`src/common/iglu_pkg.sv`:
```
// Constants and types shared by the card decode and interrupt glue.
// Functional notes
// (RL1) The card answers only inside an eight byte I/O block at its base.
// (RL2) Address bits 15..8 match the high bank, bits 7..3 the low bank.
// (RL3) Offsets 0..3 reach the serial controller: A data, A control, B data, B control.
// (RL4) Offset 4 is the communications register, offset 5 the configuration register.
// (RL5) Offsets 6 and 7 are reserved, with no register behind them.
// (RL6) Configuration bits 5 and 4 pick the interrupt source: terminal count, test, controller.
// (RL7) With terminal count selected, a host terminal count pulse raises the interrupt.
// (RL8) The terminal count interrupt only works in shared interrupt mode.
// (RL9) In shared mode the line is driven only while an interrupt is pending.
// (RL10) In non-shared mode the line is driven all the time.
// (RL11) The interrupt goes to exactly one of eleven levels: 2-7, 10-12, 14-15.
// (RL12) Controller interrupt causes are enabled inside the controller and reach the card as one line.
// (RL13) A read of channel B control returns the controller's vector to the host.
// (RL14) Software resets the highest interrupt under service by writing 0x38 to the controller.
// (RL15) Software may send a 0x20 end of interrupt to the slave and then the master controller.
// (RL16) The request stays up until software clears its source, then drops within one cycle.
package iglu_pkg;
    // Offsets inside the eight byte block.
    localparam logic [2:0] OFF_DATA_A = 3'h0;
    localparam logic [2:0] OFF_CTRL_A = 3'h1;
    localparam logic [2:0] OFF_DATA_B = 3'h2;
    localparam logic [2:0] OFF_CTRL_B = 3'h3;
    localparam logic [2:0] OFF_COMM = 3'h4;
    localparam logic [2:0] OFF_CONFIG = 3'h5;
    localparam logic [2:0] OFF_RSVD_6 = 3'h6;
    localparam logic [2:0] OFF_RSVD_7 = 3'h7;

    // Address field positions.
    localparam int ADDR_HI_LSB = 8;
    localparam int ADDR_LO_LSB = 3;
    localparam int LO_BANK_USED = 5;

    // Configuration register fields and reset values.
    localparam int CFG_SRC_LSB = 4;
    localparam int CFG_PEND_BIT = 7;
    localparam logic [7:0] CFG_RESET = 8'h00;
    localparam logic [7:0] COMM_RESET = 8'h00;
    localparam logic [7:0] RSVD_READ = 8'h00;

    // Number of selectable host interrupt levels.
    localparam int NUM_LOW_LEVELS = 6;
    localparam int NUM_HIGH_LEVELS = 5;
    localparam int NUM_LEVELS = 11;

    // Interrupt source selection.
    typedef enum logic [1:0] {
        SRC_NONE = 2'b00,
        SRC_TC = 2'b01,
        SRC_TEST = 2'b10,
        SRC_SERIAL = 2'b11
    } iglu_src_t;

    // Host access sequencer.
    typedef enum logic [1:0] {
        ST_IDLE = 2'b00,
        ST_SERIAL = 2'b01,
        ST_REPLY = 2'b10
    } iglu_state_t;
endpackage : iglu_pkg

```
`src/hdl/iglu_decode.sv`:
```
// Base address compare and offset split for the eight byte block.
`timescale 1ns/10ps
`default_nettype none
module iglu_decode (
    // Host address.
    input wire logic [15:0] addr,
    // Switch banks.
    input wire logic [7:0] high_address_switch_bank,
    input wire logic [5:0] low_address_switch_bank,
    // Result.
    output logic hit,
    output logic [2:0] offset
);
    // The sixth low bank position is not compared at all.
    // (RL2) base compare
    always_comb
    begin
        hit = (addr[15:iglu_pkg::ADDR_HI_LSB] == high_address_switch_bank)
            && (addr[iglu_pkg::ADDR_HI_LSB-1:iglu_pkg::ADDR_LO_LSB]
                == low_address_switch_bank[iglu_pkg::LO_BANK_USED-1:0]);
        offset = addr[iglu_pkg::ADDR_LO_LSB-1:0];
    end
endmodule : iglu_decode
`default_nettype wire

```
`src/hdl/iglu_top.sv`:
```
// Host bus glue: block decode, onboard registers and interrupt routing.
`timescale 1ns/10ps
`default_nettype none
module iglu_top (
    // Clock and reset.
    input wire logic clk,
    input wire logic rst,
    // Host I/O cycle, one-cycle strobes.
    input wire logic [15:0] io_addr,
    input wire logic io_rd_stb,
    input wire logic io_wr_stb,
    input wire logic [7:0] io_wdata,
    output logic [7:0] io_rdata,
    output logic io_rdata_valid,
    // Host DMA terminal count.
    input wire logic dma_tc,
    // Switches and jumpers.
    input wire logic [7:0] high_address_switch_bank,
    input wire logic [5:0] low_address_switch_bank,
    input wire logic irq_share_jumper,
    input wire logic [5:0] low_irq_level_jumper,
    input wire logic [4:0] high_irq_level_jumper,
    // Serial controller port.
    output logic [1:0] scc_addr,
    output logic [7:0] scc_wdata,
    output logic scc_rd,
    output logic scc_wr,
    input wire logic [7:0] scc_rdata,
    input wire logic scc_irq,
    // Onboard register outputs.
    output logic [7:0] modem_comm,
    output logic [7:0] card_config,
    // Interrupt levels 2-7, 10-12, 14-15, lowest bit first.
    output logic [10:0] irq_level_out,
    output logic [10:0] irq_level_oe
);
    logic hit;
    logic [2:0] offset;
    iglu_pkg::iglu_state_t state;
    logic acc_write;
    logic [2:0] acc_off;
    logic tc_latch;
    logic irq_pend;
    logic next_pend;
    iglu_pkg::iglu_src_t src;
    logic [10:0] jumper_all;
    logic [10:0] level_sel;
    logic cfg_write;

    iglu_decode u_decode (
        .addr(io_addr),
        .high_address_switch_bank(high_address_switch_bank),
        .low_address_switch_bank(low_address_switch_bank),
        .hit(hit),
        .offset(offset)
    );

    // Source field of the configuration register.
    // (RL6) source select
    assign src = iglu_pkg::iglu_src_t'(card_config[iglu_pkg::CFG_SRC_LSB+:2]);
    assign cfg_write = (state == iglu_pkg::ST_IDLE) && io_wr_stb && hit
        && (offset == iglu_pkg::OFF_CONFIG);

    // Access sequencer: every read hit is answered two cycles after its strobe,
    // and strobes in the two cycles after a hit are ignored, so host software must pace accesses.
    // (RL1) block response
    always_ff @(posedge clk or posedge rst)
    begin
        if (rst)
        begin
            state <= iglu_pkg::ST_IDLE;
            acc_write <= 1'b0;
            acc_off <= 3'h0;
        end
        else
        begin
            case (state)
                iglu_pkg::ST_IDLE:
                begin
                    if ((io_rd_stb || io_wr_stb) && hit)
                    begin
                        state <= iglu_pkg::ST_SERIAL;
                        acc_write <= io_wr_stb;
                        acc_off <= offset;
                    end
                end
                iglu_pkg::ST_SERIAL:
                begin
                    state <= iglu_pkg::ST_REPLY;
                end
                iglu_pkg::ST_REPLY:
                begin
                    state <= iglu_pkg::ST_IDLE;
                end
                default:
                begin
                    state <= iglu_pkg::ST_IDLE;
                end
            endcase
        end
    end

    // Controller strobes last the single cycle after the host strobe.
    // (RL3) controller ports
    always_ff @(posedge clk or posedge rst)
    begin
        if (rst)
        begin
            scc_addr <= 2'h0;
            scc_wdata <= 8'h00;
            scc_rd <= 1'b0;
            scc_wr <= 1'b0;
        end
        else
        begin
            scc_rd <= 1'b0;
            scc_wr <= 1'b0;
            if ((state == iglu_pkg::ST_IDLE) && hit && !offset[2])
            begin
                scc_addr <= offset[1:0];
                scc_wdata <= io_wdata;
                scc_rd <= io_rd_stb;
                scc_wr <= io_wr_stb;
            end
        end
    end

    // Onboard registers; reserved offsets take no write.
    // (RL4) onboard writes
    always_ff @(posedge clk or posedge rst)
    begin
        if (rst)
        begin
            modem_comm <= iglu_pkg::COMM_RESET;
            card_config <= iglu_pkg::CFG_RESET;
        end
        else if ((state == iglu_pkg::ST_IDLE) && io_wr_stb && hit)
        begin
            if (offset == iglu_pkg::OFF_COMM)
            begin
                modem_comm <= io_wdata;
            end
            else if (offset == iglu_pkg::OFF_CONFIG)
            begin
                card_config <= io_wdata;
            end
        end
    end

    // Read answer. The controller data, including the channel B vector,
    // is captured while its read strobe is high.
    // (RL13) vector passthrough
    always_ff @(posedge clk or posedge rst)
    begin
        if (rst)
        begin
            io_rdata <= 8'h00;
            io_rdata_valid <= 1'b0;
        end
        else
        begin
            io_rdata_valid <= 1'b0;
            if ((state == iglu_pkg::ST_SERIAL) && !acc_write)
            begin
                io_rdata_valid <= 1'b1;
                if (!acc_off[2])
                begin
                    io_rdata <= scc_rdata;
                end
                else if (acc_off == iglu_pkg::OFF_COMM)
                begin
                    io_rdata <= modem_comm;
                end
                else if (acc_off == iglu_pkg::OFF_CONFIG)
                begin
                    io_rdata <= card_config;
                    io_rdata[iglu_pkg::CFG_PEND_BIT] <= irq_pend;
                end
                else
                begin
                    // (RL5) reserved reads
                    io_rdata <= iglu_pkg::RSVD_READ;
                end
            end
        end
    end

    // Terminal count is sticky; any configuration write clears it, but a
    // pulse in the same cycle as that write still sets it.
    // (RL7) count latch
    always_ff @(posedge clk or posedge rst)
    begin
        if (rst)
        begin
            tc_latch <= 1'b0;
        end
        else if (dma_tc && (src == iglu_pkg::SRC_TC) && irq_share_jumper)
        begin
            // (RL8) shared only
            tc_latch <= 1'b1;
        end
        else if (cfg_write)
        begin
            tc_latch <= 1'b0;
        end
    end

    // Pending request follows the selected source. The controller merges
    // all of its own causes onto scc_irq, so it is taken as a level.
    // (RL12) controller line
    always_comb
    begin
        case (src)
            iglu_pkg::SRC_TC:
            begin
                next_pend = tc_latch && irq_share_jumper;
            end
            iglu_pkg::SRC_TEST:
            begin
                next_pend = 1'b1;
            end
            iglu_pkg::SRC_SERIAL:
            begin
                next_pend = scc_irq;
            end
            default:
            begin
                next_pend = 1'b0;
            end
        endcase
    end

    // (RL16) release timing
    always_ff @(posedge clk or posedge rst)
    begin
        if (rst)
        begin
            irq_pend <= 1'b0;
        end
        else
        begin
            irq_pend <= next_pend;
        end
    end

    // Only the lowest fitted jumper wins, so a doubled jumper can never
    // tie two host levels together.
    // (RL11) one level
    assign jumper_all = {high_irq_level_jumper, low_irq_level_jumper};
    assign level_sel = jumper_all & (~jumper_all + 11'h001);

    // Per level drivers, updated with the pending flag itself.
    genvar gi;
    generate
        for (gi = 0; gi < iglu_pkg::NUM_LEVELS; gi++)
        begin : g_level
            always_ff @(posedge clk or posedge rst)
            begin
                if (rst)
                begin
                    irq_level_out[gi] <= 1'b0;
                    irq_level_oe[gi] <= 1'b0;
                end
                else
                begin
                    irq_level_out[gi] <= level_sel[gi] && next_pend;
                    // (RL9) shared release
                    // (RL10) constant drive
                    irq_level_oe[gi] <= level_sel[gi]
                        && (next_pend || !irq_share_jumper);
                end
            end
        end
    endgenerate
endmodule : iglu_top
`default_nettype wire

```
`config.mk`:
```
export PLATFORM = sky130hd
export DESIGN_NAME = iglu_top
export DESIGN_NICKNAME = d
export VERILOG_FILES = /design/src/common/iglu_pkg.sv /design/src/hdl/iglu_decode.sv /design/src/hdl/iglu_top.sv
export SDC_FILE = /design/constraint.sdc
export NUM_CORES = 1
export LEC_CHECK = 0
export BUFFER_PORTS_ARGS = -buffer_cell sky130_fd_sc_hd__buf_2
export CAP_MARGIN = 30
export CORE_UTILIZATION = 51
export DETAILED_ROUTE_END_ITERATION = 16
export PLACE_DENSITY = 0.85
export SYNTH_ARGS = -nofsm -noshare
export SYNTH_HDL_FRONTEND = slang
export SYNTH_HIERARCHICAL = 1
export SYNTH_SLANG_ARGS = --single-unit
```
`constraint.sdc`:
```
create_clock -name clk -period 3.1 [get_ports clk]
set_clock_uncertainty 0.15 [all_clocks]
set_input_delay 0.31 -clock clk [delete_from_list [all_inputs] [get_ports clk]]
set_output_delay 0.31 -clock clk [all_outputs]
set_load 0.02 [all_outputs]
```
==> results.cfg, run 1 <==
[route]
vias = 2185
first_iter_violations = 42
totalWireLength_um = 6532
via_per_inst = 5.165
ant_nets = 0
wl_per_cell_um = 15.44
drc = 0
drt_pass1_iterations = 4

[synth]
ys_async_sr_fraction_pct = 100.0
yosysTopAreaCell = dfrtp_1
yosysSeqAreaShare_pct = 58.98
synth_top_area_share_pct = 58.98
synthCells = 219
synth-seq-cells = 67
synthesis.nets = 283
synth_area_um2 = 2843
synth-edff-count = 0
synthFlopType = dfrtp_1
ys_top_cells_by_count = dfrtp_1, mux2_2, nor2_1, a21oi_1, nor2b_1
synth_area_leaders = dfrtp_1, mux2_2, nor2_1
synth.most_common_cell = dfrtp_1
yosysWarnings = 6
ys_types = 37
avgSynthCellArea_um2 = 12.98

[finish]
area_delta_synth_final_pct = 32.70
drive_gt1_share_pct = 52.12
nNetsFinal = 412
fin_util_pct = 72.03
fin_cells = 423
multiInputGateArea_um2 = 1112
nFillCells = 388
fin_area_um2 = 3772
regArea_um2 = 1677
antenna_cells = 0

[critical_path]
end_kind = flop
cp-startpoint = low_address_switch_bank[3]
worst-endpoint-required_ps = 3170
r2r-start = state[1]$_DFFE_PP0P_
cp_max_fo = 11
critPathArrivalTime_ps = 2630
critPathKind = in2reg
start_kind = input pin

[floorplan]
row_count = 26
core_um2 = 5238
start_util_pct = 54.28
pin_count = 123
die_h_um = 76.66
die-area_um2 = 5877
fp.dieW_um = 76.66

[sta]
period_share_pct = 82.61
layout_setup_ws_ps = 539.0
maxSlewViolCount = 0
worstMarginPinSlew_ps = 961.3
max_clock_freq_mhz = 390.5
maxSlewHeadroom_pct = 35.64
setup_viol = 0
tns_ps = 0
finalHoldViolCount = 0
rsz0062_at_grt = false
fin_crit_ps = 2561

[clock_network]
clock_path_buffers = 2
cts_buffers = 9
tritoncts = built
cts_root_buffer = clkbuf_8
cts_sinks = 67
clkTransAtPathRegs_ps = 70
cts_max_level = 3
clk_latency_ps = 340

[placement]
io_buffer_count = 121
place.gp.congestion = 0.7990
placed_area_um2 = 3520
place_ws_ps = 196.4
dp_cells = 406
dpl.hpwl_um = 4836

[power]
power_density_nw_per_um2 = 494.4
peakVddDrop_v = 0.0003424
power_leakage_nw = 2.068

[grt]
antenna_found_initial = 0
grt_overflow = 0
grt_usage_pct = 23.65
grt_pass1_wl_um = 10540
grt_pass1_vias = 2268
grt_max_degree = 32

[worst_hold_path]
hp-class = in2reg
min-delay-start = io_addr[2]

[job]
maxCapViolCount = 0

[run_status]
status = finished, final reports clean
-- path summary, 6_finish.rpt --
kind / to / slack, ps / depth (start not counted)
min in group asynchronous: irq_level_oe[5]$_DFF_PP0_ / 280 / 3
worst min register to register: scc_wdata[7]$_DFFE_PP0P_ / 350 / 1
worst max-delay path: scc_wdata[4]$_DFFE_PP0P_ / 540 / 9
max in group asynchronous: card_config[0]$_DFFE_PP0P_ / 1860 / 4
worst max register to register: card_config[7]$_DFFE_PP0P_ / 1360 / 3
worst min-delay path: scc_wr$_DFF_PP0_ / 60 / 2
-- worst max-delay path: stages --
cell and delay [ps]:
buf_2 100, xor2_1 150, nor4_1 340, nand4_1 170, nor4_2 480, nor3b_1 340, nor2b_1 170, buf_4 210
mux2_2 360
-- cells in the final DEF, fill, tap and decap left out, types with 2 or more instances in the layout --
cell	count
xnor2_1	7
and3_1	4
and4_1	2
clkbuf_1	2
nor2_1	24
and4b_1	2
buf_2	121
mux2_2	37
nor2b_1	12
o21a_1	2
dfrtp_1	67
and2_1	3
xor2_1	6
buf_4	4
bufinv_16	3
nand4_1	3
nand2_1	2
a21oi_1	17
clkbuf_8	10
nor4_1	3
-- flip-flops by register name, summed over array words and instances (netlist names), 2 cells and up --
signal,count
modem_comm,8
scc_addr,2
irq_level_out,11
irq_level_oe,11
card_config,8
state,2
scc_wdata,8
io_rdata,8
acc_off,3
-- metal layers --
metal	routed length, um	GRT usage, %
met2	3300	40.80
met3	428	5.714
met5	0	0
met4	143	12.12
met1	2660	27.20
-- layout make-up --
cell class                 instances  share of cell area (%)
inverter                           2                  0.1990
multi-input combinational        142                   29.49
clock buffer                      12                   3.847
tap                               70                   2.322
timing repair buffer             126                   17.11
sequential                        67                   44.44
clock inverter                     4                   2.587
-- through the flow --
stage	hold slack, ps	total power [mW]
3_3_place_gp	92.60	1.007
6_report	58.82	1.865
3_5_place_dp	94.16	1.012
2_1_floorplan	288.6	0.9493
4_1_cts	46.69	1.881
5_1_grt	78.90	1.925
-- repair_timing --
item,in CTS,in global routing
gates resized for setup,0,0
hold endpoints to repair,10,0
hold buffers,1,0
setup buffers,0,0
-- power breakdown --
part           internal (mW)  switching [mW]
logic                 0.0527          0.0631
registers              0.878         0.00187
clock network          0.557           0.313
-- logic make-up (layout without fill, tap and decap cells) --
kind of cell           after synthesis  after routing  share of synthesized area (%)
AND/OR/NAND/NOR                     69             69                          15.93
multiplexers                        37             37                          14.66
buffers and inverters               10            144                          1.893
XOR/XNOR                            13             13                          4.005
AO/OA/AOI/OAI                       23             23                          4.533
flip-flops                          67             67                          58.98
No activity file was read; power rests on OpenSTA's default activity.
==> inputs of run 2 (changes only) <==
--- a/config.mk
+++ b/config.mk
@@ -5,11 +5,12 @@
 export SDC_FILE = /design/constraint.sdc
 export NUM_CORES = 1
 export LEC_CHECK = 0
+export ABC_AREA = 1
 export BUFFER_PORTS_ARGS = -buffer_cell sky130_fd_sc_hd__buf_2
 export CAP_MARGIN = 30
-export CORE_UTILIZATION = 51
+export CORE_UTILIZATION = 44
 export DETAILED_ROUTE_END_ITERATION = 16
-export PLACE_DENSITY = 0.85
+export PLACE_DENSITY = 0.77
 export SYNTH_ARGS = -nofsm -noshare
 export SYNTH_HDL_FRONTEND = slang
 export SYNTH_HIERARCHICAL = 1
==> constraint.sdc (replaced) <==
create_clock -name clk -period 2.25 [get_ports clk]
set_clock_uncertainty 0.15 [all_clocks]
set_input_delay 0.225 -clock clk [delete_from_list [all_inputs] [get_ports clk]]
set_output_delay 0.225 -clock clk [all_outputs]
set_load 0.02 [all_outputs]
==> results.cfg, run 2 <==
[synth]
ys_top_cells_by_count = nand2_1, dfrtp_1, inv_1, nor2_1, nand3_1
synthFlopType = dfrtp_1
ys_async_sr_fraction_pct = 100.0
synth_area_um2 = 3058
synth.most_common_cell = nand2_1
synth_top_area_share_pct = 54.83
synthCells = 365
synthesis.nets = 429
yosysWarnings = 6
avgSynthCellArea_um2 = 8.378
synth-seq-cells = 67
synth-edff-count = 0
ys_types = 25
yosysSeqAreaShare_pct = 54.83
synth_area_leaders = dfrtp_1, nand2_1, inv_1
yosysTopAreaCell = dfrtp_1

[grt]
antenna_found_initial = 0
grt_pass1_wl_um = 12050
grt_usage_pct = 21.20
grt_overflow = 0
grt_max_degree = 51
grt_pass1_vias = 2563

[placement]
io_buffer_count = 121
dpl.hpwl_um = 5435
place.gp.congestion = 0.8111
dp_cells = 560
place_ws_ps = 453.9
placed_area_um2 = 3737

[route]
via_per_inst = 4.686
wl_per_cell_um = 12.37
vias = 2774
ant_nets = 0
totalWireLength_um = 7321
drc = 0
first_iter_violations = 216
drt_pass1_iterations = 5

[clock_network]
clkTransAtPathRegs_ps = 70
clock_path_buffers = 2
cts_buffers = 9
clk_latency_ps = 330
cts_max_level = 3
postCtsHoldBufs = 16
cts_resized = 0
cts_setup_buffers = 0
cts_root_buffer = clkbuf_8
tritoncts = built
cts_sinks = 67

[power]
peakVddDrop_v = 0.0003267
power_leakage_nw = 2.462
power_density_nw_per_um2 = 634.9
power_mw = 2.627

[critical_path]
start_kind = input pin
critPathKind = in2reg
critPathArrivalTime_ps = 1700
cpPeakStageDelay_ps = 530
crit_path_top_delay_cell = dlygate4sd3_1
cp_cell_sequence = dlygate4sd3_1, buf_2, nor2_2, nand2_1, nor2_1, nand3_1, nor2_1
end_kind = flop
cp_max_fo = 5
worst_path_most_repeated_cell = nor2_1
crit_family = simple AND/OR/NAND/NOR gates
worst-endpoint-required_ps = 2360
critPathBufInv = 2

[sta]
holdWs_ps = 20.34
maxSlewHeadroom_pct = 72.88
fin_crit_ps = 1588
period_share_pct = 70.56
maxSlewViolCount = 0
worstMarginPinSlew_ps = 406.1
rsz0062_at_grt = false
finalHoldViolCount = 0
tns_ps = 0
setup_viol = 0
layout_setup_ws_ps = 662.3
max_clock_freq_mhz = 629.9

[finish]
nFillCells = 589
multiInputGateArea_um2 = 1114
regArea_um2 = 1677
antenna_cells = 0
drive_gt1_share_pct = 30.47
area_delta_synth_final_pct = 35.31
final_common_cell = buf_2
nNetsFinal = 571
largestRegisters = irq_level_oe (11), irq_level_out (11)
fin_area_um2 = 4138
fin_util_pct = 61.24
fin_cells = 592
final_cell_mix = buf_2, nand2_1, dfrtp_1

[floorplan]
die_h_um = 85.37
fp.dieW_um = 85.37
row_count = 30
start_util_pct = 45.26
pin_count = 123
core_um2 = 6756
die-area_um2 = 7287

[run_status]
status = finished, final reports clean

[worst_hold_path]
hp-class = in2reg

[job]
maxCapViolCount = 0
[run 2: cells by family (layout without fill, tap and decap cells)]
family	Yosys count	after routing	share of synthesized area, %
buf+inv	64	211	8.756
compound gates	33	33	5.647
xor+xnor	4	4	1.146
flops	67	67	54.83
simple gates	197	197	29.62
[run 2: area by class of cell]
| type | instances | share of cell area [%] |
|---|---|---|
| clock buffer | 9 | 2.994 |
| sequential | 67 | 40.52 |
| inverter | 55 | 4.989 |
| timing repair buffer | 140 | 19.35 |
| tap | 80 | 2.419 |
| clock inverter | 7 | 2.812 |
| multi-input combinational | 234 | 26.91 |
[run 2: path summary, 6_finish.rpt]
kind                                    startpoint                    endpoint  slack [ps]  cells past startpoint
min                                     io_addr[2]            scc_wr$_DFF_PP0_          20                      2
max                        low_irq_level_jumper[1]  irq_level_oe[10]$_DFF_PP0_         660                      7
min in group asynchronous                      rst  irq_level_out[3]$_DFF_PP0_         280                      3
max reg2reg                   state[1]$_DFFE_PP0P_   modem_comm[7]$_DFFE_PP0P_         790                      5
max in group asynchronous                      rst    scc_wdata[7]$_DFFE_PP0P_        1070                      4
min reg2reg                io_rdata[4]$_DFFE_PP0P_     io_rdata[4]$_DFFE_PP0P_         330                      2
[run 2: routing by layer]
layer,routed length (um),track usage (%),vias to the layer above
li1,-,-,1415
met3,341,3.696,14
met2,3462,32.33,73
met5,0,0,-
met1,3362,29.68,1272
met4,155,9.848,0
[run 2: where the power goes]
| part | switching (mW) | internal [mW] | leakage, nW | total, mW |
|---|---|---|---|---|
| sequential | 0.00390 | 1.21 | 0.856 | 1.22 |
| clock | 0.465 | 0.734 | 0.119 | 1.20 |
| combinational | 0.120 | 0.0918 | 1.49 | 0.212 |
| total | 0.589 | 2.04 | 2.46 | 2.63 |
==> inputs of run 3 (changes only) <==
--- a/config.mk
+++ b/config.mk
@@ -8,9 +8,9 @@
 export ABC_AREA = 1
 export BUFFER_PORTS_ARGS = -buffer_cell sky130_fd_sc_hd__buf_2
 export CAP_MARGIN = 30
-export CORE_UTILIZATION = 44
+export CORE_UTILIZATION = 48
 export DETAILED_ROUTE_END_ITERATION = 16
-export PLACE_DENSITY = 0.77
+export PLACE_DENSITY = 0.79
 export SYNTH_ARGS = -nofsm -noshare
 export SYNTH_HDL_FRONTEND = slang
 export SYNTH_HIERARCHICAL = 1
==> constraint.sdc (replaced) <==
create_clock -name clk -period 1.6 [get_ports clk]
set_clock_uncertainty 0.15 [all_clocks]
set_input_delay 0.16 -clock clk [delete_from_list [all_inputs] [get_ports clk]]
set_output_delay 0.16 -clock clk [all_outputs]
set_load 0.02 [all_outputs]
==> results.cfg, run 3 (same netlist as run 2, synthesis figures left out) <==
[power]
peakVddDrop_v = 0.0004801
power_density_nw_per_um2 = 802.4
power_leakage_nw = 2.499
power_mw = 3.399

[clock_network]
clock_path_buffers = 2
cts_root_buffer = clkbuf_8
clk_latency_ps = 330
cts_max_level = 3
cts_sinks = 67
tritoncts = built
clkTransAtPathRegs_ps = 70
cts_buffers = 9

[sta]
worstMarginPinSlew_ps = 461.2
rsz0062_at_grt = false
max_clock_freq_mhz = 665.7
finalHoldViolCount = 0
period_share_pct = 93.89
holdWs_ps = 15.31
maxSlewViolCount = 0
setup_viol = 0
fin_crit_ps = 1502
maxSlewHeadroom_pct = 69.19

[job]
maxCapViolCount = 0

[route]
first_iter_violations = 143
ant_nets = 0
via_per_inst = 4.702
vias = 2826
drt_pass1_iterations = 4
wl_per_cell_um = 12.19
totalWireLength_um = 7329
drc = 0

[critical_path]
cpPeakStageDelay_ps = 420
end_kind = flop
start_kind = flop
cp_max_fo = 18
critPathKind = reg2reg
cp_cell_sequence = nor2_4, nand3_4, o21ai_0, nand2_1
rrSetupSlack_ps = 100
worst-endpoint-required_ps = 1650
crit_path_top_delay_cell = dfrtp_1
critPathArrivalTime_ps = 1550

[placement]
place.gp.congestion = 0.8388
dpl.hpwl_um = 5290
io_buffer_count = 121

[floorplan]
pin_count = 123
core_um2 = 6026
start_util_pct = 50.75
row_count = 28
die_h_um = 81.82
die-area_um2 = 6694
fp.dieW_um = 81.82

[grt]
antenna_found_initial = 0
grt_overflow = 0
grt_pass1_vias = 2608
grt_usage_pct = 23.42
grt_pass1_wl_um = 11720
grt_max_degree = 31

[finish]
nFillCells = 470
final_cell_mix = buf_2, nand2_1, dfrtp_1
regArea_um2 = 1677
nNetsFinal = 585
final_common_cell = buf_2
largestRegisters = irq_level_oe (11), irq_level_out (11)
area_delta_synth_final_pct = 38.54
drive_gt1_share_pct = 30.23
antenna_cells = 0
multiInputGateArea_um2 = 1116

[worst_hold_path]
hp-class = in2reg

[run_status]
status = finished, final reports clean
[run 3: cell type report]
class / count / area share (%)
flip-flops and latches: 67 / 39.57
multi-input cells: 234 / 26.34
repair buffers: 154 / 22.33
inverters: 55 / 4.962
clock buffers: 11 / 3.337
well taps: 75 / 2.215
clock inverters: 5 / 1.240
[run 3: report_power, final]
part           switching [mW]  internal [mW]  total [mW]
Clock                   0.608          0.755        1.36
Sequential            0.00578           1.71        1.71
Combinational           0.174          0.150       0.324
Total                   0.788           2.61        3.40
[run 3: metrics by stage]
| stage | setup slack, ps | setup TNS (ps) | utilization [%] | std cells | instance area, um2 |
|---|---|---|---|---|---|
| 6_report | 97.75 | 0 | 70.31 | 601 | 4237 |
| 5_1_grt | 6.974 | 0 | 70.31 | 601 | 4237 |
| 4_1_cts | 52.27 | 0 | 70.43 | 602 | 4244 |
| 3_5_place_dp | -91.25 | -1936 | 62.56 | 558 | 3770 |
| 3_3_place_gp | -77.80 | -1592 | 62.56 | 558 | 3770 |
| 2_1_floorplan | 186.9 | 0 | - | 365 | 3062 |
[run 3: repair_timing]
item | 4_1_cts | 5_1_grt
gates resized for setup | 0 | 1
hold buffers | 28 | 0
setup buffers | 0 | 0
setup endpoints to repair | 0 | 6
endpoints found under the hold margin | 66 | 0
[run 3: path summary, 6_finish.rpt]
kind,start,to,cells past startpoint
max in group asynchronous,rst,scc_wdata[5]$_DFFE_PP0P_,4
min in group asynchronous,rst,irq_level_oe[3]$_DFF_PP0_,3
worst max register to register,state[1]$_DFFE_PP0P_,card_config[2]$_DFFE_PP0P_,4
worst max-delay path,state[1]$_DFFE_PP0P_,card_config[2]$_DFFE_PP0P_,4
worst min-delay path,scc_rdata[1],io_rdata[1]$_DFFE_PP0P_,5
worst min register to register,io_rdata[4]$_DFFE_PP0P_,io_rdata[4]$_DFFE_PP0P_,2
[run 3: layer usage]
metal / wire length, um / GRT usage (%) / share of wire, % / up-vias
li1: - / - / - / 1438
met1: 3234 / 29.55 / 44 / 1275
met2: 3540 / 38.93 / 48 / 102
met3: 448 / 6.444 / 6.1 / 11
met4: 105 / 7.368 / 1.4 / 0
met5: 0 / 0 / 0 / -
[run 3: critical path, delay by kind of cell (launching register included)]
kind	cells	cell delay, ps
AO/OA/AOI/OAI	1	290
flip-flops	1	420
AND/OR/NAND/NOR	3	510
